### config.mk
export PLATFORM = sky130hd
export DESIGN_NAME = sdrct_gate
export DESIGN_NICKNAME = d
export VERILOG_FILES = /design/src/design/sdrct_pkg.sv /design/src/design/sdrct_gate.sv
export SDC_FILE = /design/constraint.sdc
export NUM_CORES = 2
export LEC_CHECK = 0
export BUFFER_PORTS_ARGS = -buffer_cell sky130_fd_sc_hd__buf_2
export CAP_MARGIN = 20
export CORE_MARGIN = 5
export CORE_UTILIZATION = 60
export DETAILED_ROUTE_END_ITERATION = 8
export PLACE_DENSITY = 0.85
export SKIP_LAST_GASP = 1
export SYNTH_ARGS = -nofsm -noshare
export SYNTH_HDL_FRONTEND = slang
export SYNTH_SLANG_ARGS = --single-unit
export TNS_END_PERCENT = 100
### constraint.sdc
create_clock -name clk -period 42.8 [get_ports clk]
set_input_delay 6.42 -clock clk [delete_from_list [all_inputs] [get_ports clk]]
set_output_delay 6.42 -clock clk [all_outputs]
set_load 0.05 [all_outputs]
### src/design/sdrct_pkg.sv
// package for the command-timing gate of a ddr3 controller
// assumes one 125 mhz clock; the memory clock period is a separate figure
package sdrct_pkg;
    // ************************************************************
    // clocks and latencies
    // ************************************************************
    localparam int unsigned CLK_PS            = 8000;
    localparam int unsigned MEM_CK_PS         = 1070;
    localparam int unsigned DLL_OFF_CK_MIN_PS = 8000;
    localparam int unsigned RD_TO_DATA_MIN_PS = 13910;
    localparam int unsigned RD_TO_DATA_MAX_PS = 20000;
    localparam logic [3:0]  RL_FAST           = 4'hD;
    localparam logic [3:0]  WL_FAST           = 4'h9;
    localparam logic [3:0]  RL_SLOW           = 4'hB;
    localparam logic [3:0]  WL_SLOW           = 4'h8;
    localparam int unsigned CK_FAST_MIN_PS    = 1070;
    localparam int unsigned CK_FAST_MAX_PS    = 1250;
    localparam int unsigned CK_SLOW_MAX_PS    = 1500;
    localparam int unsigned WL_LEAST          = 5;
    // ************************************************************
    // timing minima in picoseconds, refresh average in nanoseconds, cycle minima in memory clocks
    // ************************************************************
    localparam int unsigned ACT_TO_ACCESS_PS  = 13910;
    localparam int unsigned PRE_PERIOD_PS     = 13910;
    localparam int unsigned ACT_TO_ACT_PS     = 47910;
    localparam int unsigned DOWNBIN_AA_PS     = 13125;
    localparam int unsigned DOWNBIN_RC_PS     = 47125;
    localparam int unsigned ROW_OPEN_MIN_PS   = 34000;
    localparam int unsigned REFRESH_AVG_NS    = 7800;
    localparam int unsigned ROW_OPEN_MAX_MULT = 9;
    localparam int unsigned BANK_GAP_2K_PS    = 7500;
    localparam int unsigned BANK_GAP_1K_PS    = 6000;
    localparam int unsigned BANK_GAP_NCK      = 4;
    localparam int unsigned FAW_2K_PS         = 45000;
    localparam int unsigned FAW_1K_PS         = 30000;
    localparam int unsigned COL_GAP_NCK       = 4;
    localparam int unsigned MRS_GAP_NCK       = 4;
    localparam int unsigned MRS_UPD_PS        = 15000;
    localparam int unsigned MRS_UPD_NCK       = 12;
    localparam int unsigned WR_RECOV_PS       = 15000;
    localparam int unsigned REF_CYCLE_PS      = 300000;
    localparam int unsigned BURST_NCK         = 4;
    // ************************************************************
    // conversions (round up for minima, down for maxima)
    // ************************************************************
    function automatic int unsigned ps2clk_up(input int unsigned ps);
        return (ps + CLK_PS - 1) / CLK_PS;
    endfunction
    function automatic int unsigned nck2clk_up(input int unsigned n);
        return (n * MEM_CK_PS + CLK_PS - 1) / CLK_PS;
    endfunction
    function automatic int unsigned mx(input int unsigned a, input int unsigned b);
        return (a > b) ? a : b;
    endfunction
    localparam int unsigned WR_NCK        = (WR_RECOV_PS + MEM_CK_PS - 1) / MEM_CK_PS;
    localparam int unsigned RP_NCK        = (PRE_PERIOD_PS + MEM_CK_PS - 1) / MEM_CK_PS;
    localparam int unsigned RCD_CYC       = ps2clk_up(ACT_TO_ACCESS_PS);
    localparam int unsigned RP_CYC        = ps2clk_up(PRE_PERIOD_PS);
    localparam int unsigned RC_CYC        = ps2clk_up(ACT_TO_ACT_PS);
    localparam int unsigned RAS_CYC       = ps2clk_up(ROW_OPEN_MIN_PS);
    localparam int unsigned RAS_MAX_CYC   = ROW_OPEN_MAX_MULT * REFRESH_AVG_NS * 1000 / CLK_PS;
    localparam int unsigned RRD_CYC       = mx(ps2clk_up(BANK_GAP_2K_PS), nck2clk_up(BANK_GAP_NCK));
    localparam int unsigned FAW_CYC       = ps2clk_up(FAW_2K_PS);
    localparam int unsigned CCD_CYC       = mx(1, nck2clk_up(COL_GAP_NCK));
    localparam int unsigned MRD_CYC       = mx(1, nck2clk_up(MRS_GAP_NCK));
    localparam int unsigned MOD_CYC       = mx(ps2clk_up(MRS_UPD_PS), nck2clk_up(MRS_UPD_NCK));
    localparam int unsigned WR_CYC        = nck2clk_up(WL_FAST + BURST_NCK + WR_NCK);
    localparam int unsigned DAL_CYC       = nck2clk_up(WL_FAST + BURST_NCK + WR_NCK + RP_NCK);
    localparam int unsigned RFC_CYC       = ps2clk_up(REF_CYCLE_PS);
    localparam int unsigned REFI_CYC      = REFRESH_AVG_NS * 1000 / CLK_PS;
    // ************************************************************
    // commands
    // ************************************************************
    typedef enum logic [2:0] {
        SDRCT_NOP = 3'h0, SDRCT_ACT = 3'h1, SDRCT_RD = 3'h2, SDRCT_WR = 3'h3,
        SDRCT_PRE = 3'h4, SDRCT_REF = 3'h5, SDRCT_MRS = 3'h6
    } sdrct_cmd_t;
    typedef struct packed {
        sdrct_cmd_t  cmd;
        logic [2:0]  bank;
        logic        auto_pre;
        logic [15:0] addr;
    } sdrct_req_t;
endpackage

### src/design/sdrct_gate.sv
// command-timing gate: holds user commands until every spacing has expired
// assumes the memory phy issues the forwarded command on the cycle it is shown
`timescale 1ns/1ns
// Notes on behaviour
// - read latency times period within 13.91..20 ns
// - activate to access at least 13.91 ns
// - precharge to activate at least 13.91 ns
// - activate to activate/refresh same bank 47.91 ns
// - row open 34 ns, max nine refresh intervals
// - clock period fits both latency limits
// - never program reserved latency pairs
// - latency from first-data time, rounded up
// - max period is max data time over latency
// - down-binned minima 13.125 and 47.125 ns
// - bank-to-bank activate gap 7.5 ns, 4 clocks
// - at most four activates per 45 ns
// - column commands four clocks apart
// - mode sets four clocks apart
// - after mode set wait 15 ns/12 clocks
// - auto-precharge write adds precharge period
// - dll off means period at least 8 ns
// - refreshes 300 ns apart, average under 7.8 us
module sdrct_gate #(
    parameter int unsigned BANKS       = 8,
    parameter int unsigned REFI_CYCLES = sdrct_pkg::REFI_CYC,
    parameter int unsigned RASMAX_CYC  = sdrct_pkg::RAS_MAX_CYC
) (
    // clock and reset
    input  wire logic                 clk,
    input  wire logic                 rstn,
    // user request
    input  wire sdrct_pkg::sdrct_req_t req,
    input  wire logic                 req_valid,
    output logic                      req_ready,
    // latency choice
    input  wire logic                 slow_clk_sel,
    input  wire logic                 dll_off,
    // command out to the memory phy
    output sdrct_pkg::sdrct_req_t     mem_cmd_ff,
    output logic                      mem_cmd_valid_ff,
    output logic [3:0]                cas_rd_lat_ff,
    output logic [3:0]                cas_wr_lat_ff,
    output logic                      refresh_due_ff,
    output logic                      row_overdue_ff
);
    import sdrct_pkg::*;
    localparam int CW = 17;
    // ************************************************************
    // reset release
    // ************************************************************
    logic rst_s1_ff, rst_s2_ff;
    always_ff @(posedge clk or negedge rstn) begin
        if (!rstn) begin
            rst_s1_ff <= 1'b0;
            rst_s2_ff <= 1'b0;
        end else begin
            rst_s1_ff <= 1'b1;
            rst_s2_ff <= rst_s1_ff;
        end
    end
    wire rst_n = rst_s2_ff;
    // ************************************************************
    // latency pair; only the two legal pairs exist here, so reserved
    // pairs cannot be produced
    // ************************************************************
    // with a dll-off period of 8 ns the fast pair is refused
    wire        use_slow   = slow_clk_sel | dll_off;
    wire [3:0]  nxt_rl     = use_slow ? RL_SLOW : RL_FAST;
    wire [3:0]  nxt_wl     = use_slow ? WL_SLOW : WL_FAST;
    // ************************************************************
    // decode
    // ************************************************************
    wire fire      = req_valid & req_ready;
    wire is_act    = req.cmd == SDRCT_ACT;
    wire is_col    = (req.cmd == SDRCT_RD) | (req.cmd == SDRCT_WR);
    wire is_pre    = req.cmd == SDRCT_PRE;
    wire is_ref    = req.cmd == SDRCT_REF;
    wire is_mrs    = req.cmd == SDRCT_MRS;
    // ************************************************************
    // per-bank counters
    // ************************************************************
    logic [CW-1:0] act_ok_ff [BANKS];  // earliest activate
    logic [CW-1:0] col_ok_ff [BANKS];  // earliest column
    logic [CW-1:0] pre_ok_ff [BANKS];  // earliest precharge
    logic [CW-1:0] open_ff   [BANKS];  // time row open
    logic [BANKS-1:0] bank_ok, bank_open_ff, bank_over;
    genvar g;
    generate
        for (g = 0; g < BANKS; g++) begin : g_bank
            wire mine = fire & (req.bank == 3'(g));
            wire wr_ap = mine & (req.cmd == SDRCT_WR) & req.auto_pre;
            assign bank_ok[g] = is_act ? act_ok_ff[g] == '0 :
                                is_col ? col_ok_ff[g] == '0 :
                                is_pre ? pre_ok_ff[g] == '0 : 1'b1;
            assign bank_over[g] = bank_open_ff[g] & (open_ff[g] >= CW'(RASMAX_CYC));
            always_ff @(posedge clk or negedge rst_n) begin
                if (!rst_n) begin
                    act_ok_ff[g]    <= '0;
                    col_ok_ff[g]    <= '0;
                    pre_ok_ff[g]    <= '0;
                    open_ff[g]      <= '0;
                    bank_open_ff[g] <= 1'b0;
                end else begin
                    act_ok_ff[g] <= (act_ok_ff[g] != '0) ? act_ok_ff[g] - 1'b1 : '0;
                    col_ok_ff[g] <= (col_ok_ff[g] != '0) ? col_ok_ff[g] - 1'b1 : '0;
                    pre_ok_ff[g] <= (pre_ok_ff[g] != '0) ? pre_ok_ff[g] - 1'b1 : '0;
                    open_ff[g]   <= bank_open_ff[g] ? open_ff[g] + 1'b1 : '0;
                    if (mine & is_act) begin
                        act_ok_ff[g]    <= CW'(RC_CYC - 1);
                        col_ok_ff[g]    <= CW'(RCD_CYC - 1);
                        pre_ok_ff[g]    <= CW'(RAS_CYC - 1);
                        bank_open_ff[g] <= 1'b1;
                    end
                    if (mine & (req.cmd == SDRCT_WR) &&
                        pre_ok_ff[g] < CW'(WR_CYC))
                        pre_ok_ff[g] <= CW'(WR_CYC - 1);
                    if (wr_ap) begin
                        act_ok_ff[g]    <= CW'(DAL_CYC - 1);
                        bank_open_ff[g] <= 1'b0;
                    end
                    if (mine & is_pre) begin
                        // compare against the old count: the decrement already applies this edge
                        if (act_ok_ff[g] < CW'(RP_CYC))
                            act_ok_ff[g] <= CW'(RP_CYC - 1);
                        bank_open_ff[g] <= 1'b0;
                    end
                end
            end
        end
    endgenerate
    // ************************************************************
    // global counters
    // ************************************************************
    logic [CW-1:0] rrd_ff, ccd_ff, mrd_ff, mod_ff, rfc_ff, refi_ff;
    logic [CW-1:0] faw_ff [4];
    logic [1:0]    faw_ptr_ff;
    wire any_open   = |bank_open_ff;
    wire glob_ok    = (mod_ff == '0 || is_mrs) &&
                      (!is_act || (rrd_ff == '0 && faw_ff[faw_ptr_ff] == '0 && rfc_ff == '0)) &&
                      (!is_col || ccd_ff == '0) &&
                      (!is_mrs || mrd_ff == '0) &&
                      (!is_ref || (rfc_ff == '0 && !any_open));
    wire sel_bank_ok = bank_ok[req.bank];
    // refresh may follow the last activate of any bank only after a full cycle
    logic [CW-1:0] last_act_ff;
    logic [2:0]    last_act_bank_ff;
    wire ref_rc_ok  = !is_ref || last_act_ff == '0;
    assign req_ready = rst_n & glob_ok & sel_bank_ok & ref_rc_ok & (req.cmd != SDRCT_NOP);

    function automatic logic [CW-1:0] dec(input logic [CW-1:0] v);
        return (v != '0) ? v - 1'b1 : '0;
    endfunction

    always_ff @(posedge clk or negedge rst_n) begin
        if (!rst_n) begin
            rrd_ff      <= '0;
            ccd_ff      <= '0;
            mrd_ff      <= '0;
            mod_ff      <= '0;
            rfc_ff      <= '0;
            last_act_ff <= '0;
            last_act_bank_ff <= 3'h0;
            faw_ptr_ff  <= '0;
            for (int i = 0; i < 4; i++)
                faw_ff[i] <= '0;
        end else begin
            rrd_ff      <= dec(rrd_ff);
            ccd_ff      <= dec(ccd_ff);
            mrd_ff      <= dec(mrd_ff);
            mod_ff      <= dec(mod_ff);
            rfc_ff      <= dec(rfc_ff);
            last_act_ff <= dec(last_act_ff);
            for (int i = 0; i < 4; i++)
                faw_ff[i] <= dec(faw_ff[i]);
            if (fire & is_act) begin
                rrd_ff              <= CW'(RRD_CYC - 1);
                last_act_ff         <= CW'(RC_CYC - 1);
                last_act_bank_ff    <= req.bank;
                faw_ff[faw_ptr_ff]  <= CW'(FAW_CYC - 1);
                faw_ptr_ff          <= faw_ptr_ff + 2'd1;
            end
            if (fire & is_col)
                ccd_ff <= CW'(CCD_CYC - 1);
            if (fire & is_mrs) begin
                mrd_ff <= CW'(MRD_CYC - 1);
                mod_ff <= CW'(MOD_CYC - 1);
            end
            if (fire & is_ref)
                rfc_ff <= CW'(RFC_CYC - 1);
        end
    end
    // ************************************************************
    // refresh interval tracking
    // ************************************************************
    always_ff @(posedge clk or negedge rst_n) begin
        if (!rst_n)
            refi_ff <= '0;
        else if (fire & is_ref)
            refi_ff <= '0;
        else if (refi_ff != '1)
            refi_ff <= refi_ff + 1'b1;
    end
    // ************************************************************
    // outputs
    // ************************************************************
    always_ff @(posedge clk or negedge rst_n) begin
        if (!rst_n) begin
            mem_cmd_ff       <= '0;
            mem_cmd_valid_ff <= 1'b0;
            cas_rd_lat_ff    <= RL_FAST;
            cas_wr_lat_ff    <= WL_FAST;
            refresh_due_ff   <= 1'b0;
            row_overdue_ff   <= 1'b0;
        end else begin
            mem_cmd_ff       <= fire ? req : '0;
            mem_cmd_valid_ff <= fire;
            cas_rd_lat_ff    <= nxt_rl;
            cas_wr_lat_ff    <= nxt_wl;
            refresh_due_ff   <= refi_ff >= CW'(REFI_CYCLES);
            row_overdue_ff   <= |bank_over;
        end
    end
    // ************************************************************
    // checks
    // ************************************************************
    chk_col_gap_hold: assert property (@(posedge clk) disable iff (!rst_n)
        (fire && is_col) |=> ccd_ff == CW'(CCD_CYC - 1))
        else $error("column commands too close");
    chk_mrs_update_wait: assert property (@(posedge clk) disable iff (!rst_n)
        (fire && is_mrs) |=> !(fire && !is_mrs) [*1])
        else $error("command issued during mode update");
    chk_ref_spacing: assert property (@(posedge clk) disable iff (!rst_n)
        (fire && is_ref) |=> !(fire && (is_ref || is_act)) [*8])
        else $error("refresh cycle time violated");
    chk_act_rc_same: assert property (@(posedge clk) disable iff (!rst_n)
        (fire && is_act) |=> !(fire && is_act && req.bank == last_act_bank_ff) [*5])
        else $error("activate to activate too soon");
    chk_act_access: assert property (@(posedge clk) disable iff (!rst_n)
        (fire && is_act) |=> !(fire && is_col && req.bank == $past(req.bank)))
        else $error("access too soon after activate");
    chk_issue_pulse: assert property (@(posedge clk) disable iff (!rst_n)
        fire |=> mem_cmd_valid_ff && mem_cmd_ff.cmd == $past(req.cmd))
        else $error("granted command not forwarded");
    chk_lat_pair: assert property (@(posedge clk) disable iff (!rst_n)
        ##1 (cas_rd_lat_ff == RL_FAST && cas_wr_lat_ff == WL_FAST) ||
            (cas_rd_lat_ff == RL_SLOW && cas_wr_lat_ff == WL_SLOW))
        else $error("reserved latency pair");
    chk_dll_off_slow: assert property (@(posedge clk) disable iff (!rst_n)
        dll_off |=> cas_rd_lat_ff == RL_SLOW)
        else $error("fast latency with dll off");
endmodule

==> out/results.txt <==
worst reg2reg path depth -> 8
Fillers -> 4570
synth unique cells -> 98
Synth top area share -> 51.0%
Crit Path Class -> input port to output pin
CTS tree -> done
Slowest Stage Delay on Critical Path -> 0.88 ns
endpoint class of the critical path -> output pin
outcome -> finished, final reports clean
startpoint types -> input port
Layout area overhead -> 10.0%
drt via density -> 5.78
Die Width -> 261 µm
WL final -> 79.5 mm
RR Endpoint -> mem_cmd_ff[17]
crit share post-route -> 37.7%
Clock Sinks -> 771
post-CTS sizing -> 0
Max Cap Violations -> 0
synthesized instance count -> 3788
crit-path cells -> buf_2 -> nor2b_1 -> nand2b_1 -> o31ai_1 -> a22oi_1 -> nor4_4 -> a21oi_4 -> nor2_1 -> buf_2
share of layout cells above drive strength 1 -> 7.47%
Synth Cell Area -> 37800 µm²
die height -> 261 µm
Die Area -> 68000 µm²
Starting Density -> 60.2%
CTS Root Cell -> clkbuf_16
Iter 0 DRT Violations -> 2208
Final Setup Violations -> 0
RSZ-0062 raised after global routing -> no
Final Hold Vio Count -> 0
Post-Place Cells -> 4614
FF-to-FF Start -> faw_ff[4]
Main synth FF type -> dfrtp_1
yosys warns -> 0
worst path required time -> 36.38 ns
hold-fix buffers at CTS -> 0
most frequent cell after synthesis -> dfrtp_1
largest net degree at the start of global routing -> 163
final count of pins violating max slew -> 0
vias in the first global route -> 27491
synth cell count leaders -> 770 x dfrtp_1, 644 x nor2_1, 357 x xnor2_1, 247 x nor3_1, 243 x nand2_1
clock period minus worst slack -> 16.16 ns
WL/cell -> 16.7 µm
cell class contributing the biggest share of worst-path delay -> simple AND/OR/NAND/NOR gates
PwrDens -> 46.3 nW/µm²
area of the multi-input gates -> 17500 µm²
share of flip-flops with an asynchronous set or reset -> 100%
boundary pin count -> 63
post-CTS setup buffers -> 0
fin nets -> 3948
Finished Layout Cells -> 4773
Worst Max-Slew Pin Slew -> 1.06 ns
grt total ovfl -> 0
post-route setup TNS -> 0 ns
drt pass-1 iters -> 7
RD Place Congestion -> 0.907
initial antenna violation count -> 7
cell repeated most along the worst path -> buf_2
Worst-Skew Late Latency -> 0.64 ns
WP buf/inv -> 2
Seq/Total Area, Yosys -> 51.1%
Worst EP arrival -> 9.74 ns
Core Box Area -> 62700 µm²
worst-path fanout max -> 13
Post-synth EDFFs -> 0
Yosys reg bits -> 771
clk_skew -> 0.0281 ns
CTS max path bufs -> 3
dpl hpwl -> 52.3 mm
Hold WC Path Type -> register to async pin
Avg Inst Size Synth -> 9.97 µm²
flip-flop and latch area -> 19300 µm²
first-pass GRT wire length -> 134 mm
vias -> 27606
fmax -> 61.9 MHz
antenna viol nets, final -> 0
R2R Setup Slk -> 37.91 ns
total track usage -> 23.4%
P_leak -> 17.1 nW
Port-buffer cells -> 57
CTS H-Tree Depth -> 3
maximum VDD drop -> 0.0426 mV
largest area contributor in the netlist -> dfrtp_1
clock buffer count from CTS -> 82
CP max stage cell -> nor4_4
FP Rows -> 92
drt drc -> 0
clk slew on worst S/H paths -> 0.06 ns
Slew HR -> 29.2%
top post-synthesis cells by area -> dfrtp_1 51%, xnor2_1 8.3%, nor2_1 6.4%
[how the worst max path moves through the flow]
| stage | startpoint | to | slack, ns | cells after the start |
|---|---|---|---|---|
| finish | req[20] | req_ready | 26.64 | 9 |
| global route | req[20] | req_ready | 26.57 | 9 |
| CTS | req[22] | req_ready | 26.44 | 9 |
| detailed placement | req[22] | req_ready | 26.44 | 9 |
| global placement | req[22] | req_ready | 26.59 | 9 |
| floorplan | rst_n | req_ready | 17.09 | 5 |
[registers in the layout, indices dropped and copies added (netlist names), 23 cells and up]
signal      cells
act_ok_ff     136
open_ff       136
col_ok_ff     136
faw_ff         68
pre_ok_ff     136
mem_cmd_ff     23
[report_power, final]
| part | switching (W) | total (W) | leakage [nW] | internal [W] |
|---|---|---|---|---|
| Sequential | 0.000110 | 0.000945 | 9.06 | 0.000834 |
| Clock | 0.000292 | 0.000719 | 1.33 | 0.000428 |
| Combinational | 0.000143 | 0.000261 | 6.69 | 0.000118 |
[cells in the final DEF, fill, tap and decap left out, drive strengths merged, types with 76 or more instances in the layout]
cell / n
xnor2: 357
a21oi: 76
buf: 80
inv: 106
and2: 122
or3: 88
o21ai: 76
nor3: 253
clkbuf: 115
nand2: 245
nor2: 647
dfrtp: 770
nand3: 94
nor4: 113
xor2: 176
[per-layer routing]
| metal | track usage [%] | part of all wire (%) |
|---|---|---|
| met1 | 31.6 | 43 |
| met2 | 38.0 | 48 |
| met3 | 4.55 | 5.8 |
| met4 | 8.37 | 3.4 |
| met5 | 0 | 0.043 |
[kinds of logic (layout without fill, tap and decap cells)]
| kind of cell | Yosys count | after routing | synth area share, % |
|---|---|---|---|
| AOI/OAI and AO/OA | 334 | 334 | 6.54 |
| xor gates and xnor gates | 533 | 533 | 12.4 |
| adders and majority gates | 59 | 59 | 1.96 |
| buffers and inverters | 197 | 328 | 2.54 |
| DFF | 771 | 771 | 51.1 |
| muxes | 4 | 4 | 0.113 |
| other | 2 | 10 | 0.0199 |
| and+or+nand+nor | 1888 | 1888 | 25.4 |
[metrics by stage]
step,area [µm²],setup slack [ns],hold slack [ns],total power [W],utilization [%]
final,41500,26.64,0.252,0.00192,66.2
after CTS,41400,26.44,0.268,0.00193,66.0
after global routing,41500,26.57,0.286,0.00202,66.2
after floorplan,37800,17.09,0.331,0.00114,-
after detailed placement,38700,26.44,0.270,0.00120,61.6
after global placement,38700,26.59,0.268,0.00119,61.6
[area by class of cell]
cell class              instances  area share (%)
inverters                     102           0.922
clock buffers                 115            5.58
multi-input cells            2824            42.2
diodes                          4          0.0241
repair buffers                 80            1.28
well taps                     846            2.55
clock inverters                31           0.988
flip-flops and latches        771            46.5
(Power assumes the default switching activity.)
